--- src/hw/pisd_pkg.sv ---
// shared constants and types of the oscillator input selector and divider
package pisd_pkg;
	// register indices; the byte address on the bus is four times the index
	localparam logic [7:0] PISD_IDX_MODE = 8'h21;
	localparam logic [7:0] PISD_IDX_RATIO = 8'h41;
	localparam logic [7:0] PISD_IDX_BUF = 8'h0c;
	localparam logic [7:0] PISD_IDX_XFER = 8'h10;
	localparam logic [7:0] PISD_IDX_STAT = 8'h11;
	localparam int unsigned PISD_ADDR_W = 12;

	// values after reset
	localparam logic [1:0] PISD_MODE_RST = 2'h0;
	localparam logic [15:0] PISD_RATIO_RST = 16'h0000;
	localparam logic [15:0] PISD_BUF_RST = 16'h0000;

	// transfer command bits
	localparam int unsigned PISD_XFER_PUT_BIT = 0;
	localparam int unsigned PISD_XFER_GET_BIT = 1;

	// status bits
	localparam int unsigned PISD_STAT_RUN_BIT = 0;
	localparam int unsigned PISD_STAT_LOW_BIT = 1;
	localparam int unsigned PISD_STAT_HIGH_BIT = 2;
	localparam int unsigned PISD_STAT_SWALLOW_BIT = 3;

	// division-ratio register fields
	localparam int unsigned PISD_PC_LSB = 4;
	localparam int unsigned PISD_SC_W = 4;
	localparam int unsigned PISD_PC_W = 12;

	// prescaler last count for modulus 16 and modulus 17
	localparam logic [4:0] PISD_PRE_LAST_LOW = 5'h0f;
	localparam logic [4:0] PISD_PRE_LAST_HIGH = 5'h10;

	// bus answers
	localparam logic [1:0] PISD_RESP_OKAY = 2'h0;
	localparam logic [1:0] PISD_RESP_SLVERR = 2'h2;

	// division schemes in the order of their two-bit codes
	typedef enum logic [1:0] {
		PISD_INPUTS_OFF,
		PISD_DIRECT_LOW,
		PISD_SWALLOW_HIGH,
		PISD_SWALLOW_LOW
	} pisd_mode_t;
endpackage

--- src/hw/pisd_divider.sv ---
// dual-modulus prescaler, swallow counter and programmable counter
`timescale 1ns/10ps
`default_nettype none
module pisd_divider (
	// clock and reset
	input wire logic aclk,
	input wire logic aresetn,
	// control
	input wire logic run,
	input wire logic swallow_mode,
	input wire logic in_edge,
	input wire logic [pisd_pkg::PISD_PC_W-1:0] pc_load,
	input wire logic [pisd_pkg::PISD_SC_W-1:0] sc_load,
	// divided pulse to the phase comparator
	output logic div_out
);
	import pisd_pkg::*;

	logic [4:0] pre_cnt;
	logic [PISD_SC_W-1:0] sc_cnt;
	logic [PISD_PC_W-1:0] pc_cnt;

	// modulus is 17 while swallow counts remain, else 16
	wire pre_last = (sc_cnt != 4'h0) ? (pre_cnt == PISD_PRE_LAST_HIGH)
		: (pre_cnt == PISD_PRE_LAST_LOW);
	// direct division bypasses the prescaler entirely
	wire pc_step = in_edge && (swallow_mode ? pre_last : 1'b1);
	// ratio 0 or 1 is prohibited by software; treated as terminal
	wire pc_term = pc_step && (pc_cnt <= 12'h001);
	wire [PISD_SC_W-1:0] sc_start = swallow_mode ? sc_load : 4'h0;

	// counters reload at terminal count and while run is low, so a new ratio takes effect cleanly
	always_ff @(posedge aclk) begin
		if (!aresetn || !run) begin
			pre_cnt <= 5'h00;
			sc_cnt <= sc_start;
			pc_cnt <= pc_load;
			div_out <= 1'b0;
		end else begin
			div_out <= pc_term;
			// a live switch to direct division must not leave a stale prescaler phase
			if (!swallow_mode) begin
				pre_cnt <= 5'h00;
			end else if (in_edge) begin
				pre_cnt <= pre_last ? 5'h00 : pre_cnt + 5'h01;
			end
			if (pc_term) begin
				pc_cnt <= pc_load;
				sc_cnt <= sc_start;
			end else if (pc_step) begin
				pc_cnt <= pc_cnt - 12'h001;
				if (sc_cnt != 4'h0) begin
					sc_cnt <= sc_cnt - 4'h1;
				end
			end
		end
	end
endmodule
`default_nettype wire

--- src/hw/pisd_top.sv ---
// oscillator input selector and programmable divider with its register slave
//
// How it works
// - divider is a dual-modulus prescaler, swallow counter, programmable counter and switch.
// - mode code 00 off, 01 direct low-band, 10 swallow high-band, 11 swallow low-band.
// - the oscillator pin not chosen by the mode is pulled down.
// - direct division uses only the programmable counter.
// - swallow modes use both counters; swallow counter steers prescaler modulus.
// - mode 00 pulls both pins down while the synthesizer keeps running.
// - the ratio register is loaded only by transfer from the buffer.
// - swallow counter is 4-bit, programmable counter 12-bit, both counting down.
// - upper 12 bits load the programmable counter; lower 4 the swallow counter.
// - the synthesizer runs only while the enable input is high.
//
// Chosen here: the AXI4-Lite slave port.
`timescale 1ns/10ps
`default_nettype none
module pisd_top (
	// clock and reset
	input wire logic aclk,
	input wire logic aresetn,
	// write address channel
	input wire logic [pisd_pkg::PISD_ADDR_W-1:0] awaddr,
	input wire logic awvalid,
	output logic awready,
	// write data channel
	input wire logic [31:0] wdata,
	input wire logic [3:0] wstrb,
	input wire logic wvalid,
	output logic wready,
	// write response channel
	output logic [1:0] bresp,
	output logic bvalid,
	input wire logic bready,
	// read address channel
	input wire logic [pisd_pkg::PISD_ADDR_W-1:0] araddr,
	input wire logic arvalid,
	output logic arready,
	// read data channel
	output logic [31:0] rdata,
	output logic [1:0] rresp,
	output logic rvalid,
	input wire logic rready,
	// oscillator pins and system inputs
	input wire logic high_band_osc_input,
	input wire logic low_band_osc_input,
	input wire logic device_enable,
	input wire logic clock_stop_reset,
	// pin pull-down controls and divider outputs
	output logic high_band_pulldown,
	output logic low_band_pulldown,
	output logic synth_run,
	output logic divided_output
);
	import pisd_pkg::*;

	// decoding shared by the write and read paths
	function automatic logic hit(input logic [PISD_ADDR_W-1:0] a, input logic [7:0] idx);
		hit = (a[PISD_ADDR_W-1:2] == {2'h0, idx});
	endfunction

	logic aw_held;
	logic w_held;
	logic [PISD_ADDR_W-1:0] aw_addr_q;
	logic [31:0] w_data_q;
	logic [3:0] w_strb_q;
	logic [1:0] mode_q;
	logic [15:0] buf_q;
	logic [15:0] ratio_q;
	logic osc_prev;
	logic rd_mode_q;

	// handshake outputs are combinational; one write is held at a time
	assign awready = !aw_held;
	assign wready = !w_held;
	assign arready = !rvalid;

	wire aw_take = awvalid && awready;
	wire w_take = wvalid && wready;
	wire ar_take = arvalid && arready;
	wire do_write = aw_held && w_held && !bvalid;

	// write decode
	wire wr_hit_mode = hit(aw_addr_q, PISD_IDX_MODE);
	wire wr_hit_buf = hit(aw_addr_q, PISD_IDX_BUF);
	wire wr_hit_xfer = hit(aw_addr_q, PISD_IDX_XFER);
	wire wr_mode = do_write && wr_hit_mode && w_strb_q[0];
	wire wr_buf = do_write && wr_hit_buf;
	wire wr_xfer = do_write && wr_hit_xfer && w_strb_q[0];
	// ratio and status are read-only, so a write to them is answered with an error
	wire wr_ok = wr_hit_mode || wr_hit_buf || wr_hit_xfer;
	wire do_put = wr_xfer && w_data_q[PISD_XFER_PUT_BIT];
	wire do_get = wr_xfer && w_data_q[PISD_XFER_GET_BIT];

	// mode decode
	pisd_mode_t cur_mode;
	assign cur_mode = pisd_mode_t'(mode_q);
	wire sel_high = (cur_mode == PISD_SWALLOW_HIGH);
	wire sel_low = (cur_mode == PISD_DIRECT_LOW) || (cur_mode == PISD_SWALLOW_LOW);
	wire swallow = (cur_mode == PISD_SWALLOW_HIGH) || (cur_mode == PISD_SWALLOW_LOW);
	wire div_run = device_enable && (cur_mode != PISD_INPUTS_OFF);

	// a pulled-down pin contributes no edges
	wire osc_sel = (sel_high && high_band_osc_input) || (sel_low && low_band_osc_input);
	wire osc_edge = osc_sel && !osc_prev;

	// read decode
	wire rd_hit_mode = hit(araddr, PISD_IDX_MODE);
	wire rd_hit_ratio = hit(araddr, PISD_IDX_RATIO);
	wire rd_hit_buf = hit(araddr, PISD_IDX_BUF);
	wire rd_hit_xfer = hit(araddr, PISD_IDX_XFER);
	wire rd_hit_stat = hit(araddr, PISD_IDX_STAT);
	wire rd_ok = rd_hit_mode || rd_hit_ratio || rd_hit_buf || rd_hit_xfer || rd_hit_stat;
	wire [3:0] stat_bits = {swallow, sel_high, sel_low, synth_run};
	wire [31:0] rd_value = rd_hit_mode ? {28'h0000000, 2'h0, mode_q}
		: rd_hit_ratio ? {16'h0000, ratio_q}
		: rd_hit_buf ? {16'h0000, buf_q}
		: rd_hit_stat ? {28'h0000000, stat_bits}
		: 32'h00000000;

	// address and data may arrive in either order
	always_ff @(posedge aclk) begin
		if (!aresetn) begin
			aw_held <= 1'b0;
			aw_addr_q <= 12'h000;
		end else if (aw_take) begin
			aw_held <= 1'b1;
			aw_addr_q <= awaddr;
		end else if (do_write) begin
			aw_held <= 1'b0;
		end
	end

	always_ff @(posedge aclk) begin
		if (!aresetn) begin
			w_held <= 1'b0;
			w_data_q <= 32'h00000000;
			w_strb_q <= 4'h0;
		end else if (w_take) begin
			w_held <= 1'b1;
			w_data_q <= wdata;
			w_strb_q <= wstrb;
		end else if (do_write) begin
			w_held <= 1'b0;
		end
	end

	// write response follows one cycle after both halves are held
	always_ff @(posedge aclk) begin
		if (!aresetn) begin
			bvalid <= 1'b0;
			bresp <= PISD_RESP_OKAY;
		end else if (do_write) begin
			bvalid <= 1'b1;
			bresp <= wr_ok ? PISD_RESP_OKAY : PISD_RESP_SLVERR;
		end else if (bready) begin
			bvalid <= 1'b0;
		end
	end

	// read data is registered at the address handshake
	always_ff @(posedge aclk) begin
		if (!aresetn) begin
			rvalid <= 1'b0;
			rdata <= 32'h00000000;
			rresp <= PISD_RESP_OKAY;
			rd_mode_q <= 1'b0;
		end else if (ar_take) begin
			rvalid <= 1'b1;
			rdata <= rd_value;
			rresp <= rd_ok ? PISD_RESP_OKAY : PISD_RESP_SLVERR;
			rd_mode_q <= rd_hit_mode;
		end else if (rready) begin
			rvalid <= 1'b0;
		end
	end

	// clock stop beats a software write; the enable input never touches the mode
	always_ff @(posedge aclk) begin
		if (!aresetn) begin
			mode_q <= PISD_MODE_RST;
		end else if (clock_stop_reset) begin
			mode_q <= PISD_MODE_RST;
		end else if (wr_mode) begin
			mode_q <= w_data_q[1:0];
		end
	end

	// transfer buffer, byte lanes 0 and 1; a get copies the ratio back
	always_ff @(posedge aclk) begin
		if (!aresetn) begin
			buf_q <= PISD_BUF_RST;
		end else if (do_get) begin
			buf_q <= ratio_q;
		end else if (wr_buf) begin
			if (w_strb_q[0]) begin
				buf_q[7:0] <= w_data_q[7:0];
			end
			if (w_strb_q[1]) begin
				buf_q[15:8] <= w_data_q[15:8];
			end
		end
	end

	// the counters only ever see a ratio that came through the buffer
	always_ff @(posedge aclk) begin
		if (!aresetn) begin
			ratio_q <= PISD_RATIO_RST;
		end else if (do_put) begin
			ratio_q <= buf_q;
		end
	end

	// pin controls; both pins pulled down while in reset
	always_ff @(posedge aclk) begin
		if (!aresetn) begin
			high_band_pulldown <= 1'b1;
			low_band_pulldown <= 1'b1;
			synth_run <= 1'b0;
			osc_prev <= 1'b0;
		end else begin
			high_band_pulldown <= !sel_high;
			low_band_pulldown <= !sel_low;
			synth_run <= device_enable;
			osc_prev <= osc_sel;
		end
	end

	// swallow count never exceeds the programmable count for legal ratios
	pisd_divider u_divider (
		.aclk(aclk),
		.aresetn(aresetn),
		.run(div_run),
		.swallow_mode(swallow),
		.in_edge(osc_edge),
		.pc_load(ratio_q[15:PISD_PC_LSB]),
		.sc_load(ratio_q[PISD_SC_W-1:0]),
		.div_out(divided_output)
	);
endmodule
`default_nettype wire

--- config.mk ---
export PLATFORM = sky130hd
export DESIGN_NAME = pisd_top
export DESIGN_NICKNAME = d
export VERILOG_FILES = /design/src/hw/pisd_pkg.sv /design/src/hw/pisd_divider.sv /design/src/hw/pisd_top.sv
export SDC_FILE = /design/constraint.sdc
export NUM_CORES = 1
export LEC_CHECK = 0
export BUFFER_PORTS_ARGS = -buffer_cell sky130_fd_sc_hd__buf_2
export CAP_MARGIN = 20
export CORE_ASPECT_RATIO = 0.9
export CORE_MARGIN = 2
export CORE_UTILIZATION = 58
export DETAILED_ROUTE_END_ITERATION = 12
export GPL_ROUTABILITY_DRIVEN = 0
export PLACE_DENSITY = 0.9
export RECOVER_POWER = 25
export SYNTH_ARGS = -nofsm -noshare
export SYNTH_HDL_FRONTEND = slang
export SYNTH_SLANG_ARGS = --single-unit
--- constraint.sdc ---
create_clock -name aclk -period 4.8 [get_ports aclk]
set_clock_uncertainty 0.05 [all_clocks]
set_input_delay 0.96 -clock aclk [delete_from_list [all_inputs] [get_ports aclk]]
set_output_delay 0.96 -clock aclk [all_outputs]
set_load 0.03 [all_outputs]
Word level (Yosys, flattened, before mapping):

Cells that the tools add are included.

* flip-flop bits (word level): 130
* input bits: 71
* output and inout bits: 45
* logic and storage cells: 122

* $add $sub $neg: 3
* $lt $le $gt $ge: 1
* equality and inequality tests: 13
* multiplexer cells: 28
* bitwise gates (word level): 2
* reduce and logical (&&, ||, !) cells: 53

Operators with widths (count)
* 16-bit two-way mux: 5
* 12-bit two-way mux: 3
* 10-bit by 5-bit equality test with 1-bit output, second input constant: 3
* 4-bit two-way mux: 6
* 10-bit by 4-bit equality test with 1-bit output, second input constant: 2
* 10-bit by 6-bit equality test with 1-bit output, second input constant: 2
* 1-bit logical AND: 18
* 8-bit two-way mux: 2
* 2-bit nonzero test: 8
* 12-bit by 1-bit <= comparator with 1-bit output, second input constant: 1
* 12-bit by 1-bit subtractor with 12-bit output, second input constant: 1
* 10-bit by 7-bit equality test with 1-bit output, second input constant: 1
* 1-bit logical OR: 10
* 1-bit zero test: 9
* 1-bit two-way mux: 9
* 2-bit AND reduction: 3
* 3-bit nonzero test: 2
* 5-bit by 1-bit adder with 5-bit output, second input constant: 1
* 5-bit by 4-bit equality test with 1-bit output, second input constant: 1
* 5-bit equality test, second input constant: 1
* 5-bit two-way mux: 1
* 2-bit equality test, second input constant: 2
* 2-bit two-way mux: 2
* 4-bit nonzero test: 1
* 4 further kinds: 6

Longest topological paths before layout:

* depth after elaboration: 9
* depth in mapped cells: 9

By module:

Synthesis repeated with hierarchy kept, for this count alone.

* cell total of the unflattened synthesis: 577
* area total of the unflattened synthesis: 5362.6 um^2

By module, submodules not included
* pisd_top: times used 1, cells an instance 464, area an instance 4033.9 um^2, sequential area each 1761.7 um^2
* pisd_divider: times used 1, cells an instance 113, area an instance 1328.8 um^2, sequential area each 600.6 um^2

Worst setup path before layout:

No wires, ideal clock.

* path type: input port to flip-flop
* start point: input port araddr[6] (netlist bit)
* end point: register rdata[2]
* setup time: 0.132 ns
* arrival time: 2.476 ns
* setup slack: 2.141 ns
* stages: 5
* cells stage by stage: or4b_2 -> or4_1 -> nand2_1 -> buf_2 -> a22oi_1

* longest elaborated chain between the ends: 5
* elaborated cells on any way between the ends: 8
* those cells by class: 4 x eq/ne; 4 x mux

RTL lines
* from (decl): RTL line pisd_top.sv:36 `input wire logic [pisd_pkg::PISD_ADDR_W-1:0] araddr,`
* 10-bit by 5-bit equality test with 1-bit output: RTL line pisd_top.sv:59 `hit = (a[PISD_ADDR_W-1:2] == {2'h0, idx});`
* 4-bit two-way mux: RTL line pisd_top.sv:118 `: rd_hit_stat ? {28'h0000000, stat_bits}`
* 16-bit two-way mux: RTL line pisd_top.sv:117 `: rd_hit_buf ? {16'h0000, buf_q}`
* 16-bit two-way mux: RTL line pisd_top.sv:116 `: rd_hit_ratio ? {16'h0000, ratio_q}`
* 16-bit two-way mux (*): RTL line pisd_top.sv:115 `wire [31:0] rd_value = rd_hit_mode ? {28'h0000000, 2'h0, mode_q}`
* to (signal assigned): RTL line pisd_top.sv:170 `rdata <= rd_value;`
* to (decl): RTL line pisd_top.sv:40 `output logic [31:0] rdata,`

Every way passes the cells marked *; elsewhere a longest branch is shown, timed or not.
A chain may end at the register's enable or synchronous reset.

==> out/metrics.yaml <==
viasPerCell: 5.62
fin_crit_ps: 3660
multi_input_area_mm2: 0.00247
worstSkewPairLatency_ps: 370
max_clock_freq_ghz: 0.273
crit_slowest_cell: "clkbuf_1"
cp_top_family: "buffers and inverters"
switching_share: 0.250
portBuffers: 75
violations: "max-capacitance violations, max-slew violations"
n_fill_cell: 727
clock_power_share: 0.331
die_w_um: 103
vias: 4290
grt.overflow.total: 0
avgRoutedWirePerCell_um: 14.7
yosys-top-cells-count: "nand2_1 (144), dfxtp_1 (94), a21boi_0 (37)"
intPower_mw: 1.22
status: "finished with violations"
grt_use_met1: 0.318
path_max_fanout: 72
grt_usage: 0.241
setup_viol_count_final: 0
min_path_type: "register to register"
grt_busiest_layer: "met2"
crit_buf_inv: 2
finalSetupTns_ps: 0
cts-htree-levels: 3
powerDensity_mw_per_mm2: 289
grt_pass1_wl_mm: 18.2
n_antenna_cell: 0
rsz0062_at_grt: "false"
routed_wl_mm: 11.2
fin_nets: 714
r2r_slack_ps: 1760
p_seq_frac: 0.591
synthArstFlopShare: 0
initialDrtViolationCount: 302
met3_usage: 0.0551
synth_area_leaders: "dfxtp_1 (37%), nand2_1 (11%), edfxtp_1 (9.4%), a21boi_0 (5.5%), o21ai_0 (3.0%)"
fp.dieH_um: 92.9
yosysSeqAreaShare: 0.464
slew_headroom: -0.577
switchingPower_mw: 0.406
synth_cells: 582
clk_pin_slew_ps: 90
drc: 0
irDropWorstVdd_uv: 180
ys_ff_latch: 110
yosysMostFrequentCell: "nand2_1"
clockRootBuffer: "clkbuf_8"
report.final.slew_viol_count: 73
synth_edf_count: 16
clock_sinks: 110
cts-resized-gates: 0
path_cells: "buf_2 -> clkbuf_1 -> and2_1 -> a222oi_1 -> a22oi_1"
crit_type: "primary input to register"
hold_buffers: 0
max_stage_delay_ps: 1680
gr-usage-met2: 0.391
synth_top_area_frac: 0.369
cts_buffers: 9
grt_max_degree: 73
worst_ep_arrival_time_ps: 3890
leakage_nw: 2.14
tightest_slew_ps: 2370
hold_viol_final: 0
final-seq-area_mm2: 0.00236
maxCapViolCount: 1
dp_hpwl_mm: 8.16
rows: 32
cts_tree: "built"
die_area_mm2: 0.00955
synth_ff_type: "dfxtp_1"
core_mm2: 0.00857
syn-cell-area_mm2: 0.00510
cts_buffer_depth: 2
dr.pass1.iters: 5
pwr-share-comb: 0.077
ys_warn_count: 0
crit_required_ps: 5030
synth_top_area_cell: "dfxtp_1"
drive_gt1_frac: 0.172
io_pins: 116
synthToLayoutAreaGrowth_pct: 10.2
worstSetupStartpointType: "primary input"
start_util: 0.595
period_share: 0.762
synth_cell_type_count: 58
postCtsSetupBuffers: 0
endpoint_kind: "register"
ant_nets: 0
grt_pass1_vias: 3945
avgSynthCellArea_um2: 8.76
antenna_found_initial: 0
power.total_mw: 1.63
-- placed cells by master (no fill, tap or decap), types with 8 or more instances in the layout --
master and count:
clkbuf_8 9, a21boi_0 37, dfxtp_1 94, o21ai_0 31
mux2i_1 11, buf_2 75, a21boi_1 10, xnor2_1 8
a31oi_1 8, conb_1 18, edfxtp_1 16, a22oi_1 14
a21oi_1 30, nand2_1 144, inv_1 10, nor2_1 19
-- worst paths after layout --
| kind | startpoint | endpoint | cells past startpoint |
|---|---|---|---|
| worst min-delay path | rdata[15] | rdata[15] | 2 |
| worst max register to register | u_divider.sc_cnt[0] | u_divider.pc_cnt[8] | 8 |
| worst max-delay path | aresetn | rdata[3] | 5 |
| worst min register to register | rdata[15] | rdata[15] | 2 |
-- routing by layer --
layer / vias to the layer above / share of wire
met1: 1978 / 0.43
met5: - / 0
li1: 2108 / -
met3: 18 / 0.079
met4: 0 / 0.012
met2: 186 / 0.48
-- per-stage QoR --
step / hold WS, ps / cells / utilization / setup slack [ps] / area (um^2)
3_3_place_gp: 385 / 746 / 0.633 / 1820 / 5420
6_report: 404 / 763 / 0.656 / 1140 / 5620
3_5_place_dp: 389 / 746 / 0.633 / 1780 / 5420
5_1_grt: 441 / 763 / 0.656 / 812 / 5620
2_1_floorplan: 389 / 599 / - / 2140 / 5160
4_1_cts: 411 / 762 / 0.656 / 1770 / 5620
-- worst register-to-register path: cells and delay by family (launching register included) --
kind | cells | cell delay, ps
compound gates | 1 | 280
fa+ha+maj | 1 | 170
buf+inv | 2 | 340
flops | 1 | 400
mux | 1 | 350
simple gates | 3 | 1210
-- power by group through the flow --
stage          clock network (mW)  logic (mW)  registers [mW]
6_report                    0.538       0.126           0.962
5_1_grt                     0.592       0.140           0.965
4_1_cts                     0.547       0.124           0.962
3_5_place_dp                    0       0.124           0.983
3_3_place_gp                    0       0.120           0.982
2_1_floorplan                   0      0.0935           0.984
-- logic make-up after synthesis --
family / synth area share
multiplexers: 0.0304
adder cells (fa/ha/maj): 0.00982
buffers and inverters: 0.0643
other: 0.000736
flip-flops: 0.464
AO/OA/AOI/OAI: 0.193
AND/OR/NAND/NOR: 0.212
XOR/XNOR: 0.0258
-- state kept, by name (all words and copies together), names as in the netlist --
register,count
buf_q,16
ratio_q,16
rdata,16
w_data_q,16
u_divider.pc_cnt,12
aw_addr_q,10
u_divider.pre_cnt,5
u_divider.sc_cnt,4
cur_mode,2
w_strb_q,2
aw_held,1
bresp,1
bvalid,1
high_band_pulldown,1
low_band_pulldown,1
osc_prev,1
rresp,1
rvalid,1
synth_run,1
u_divider.div_out,1
w_held,1
-- final cells by class --
class                      instances  area share
clock buffer                      12      0.0278
clock inverter                     4     0.00646
tap                              119      0.0265
inverter                          10     0.00668
sequential                       110       0.421
timing repair buffer              80      0.0728
multi-input combinational        428       0.439
Note: power is estimated with default switching activity, not from simulation.
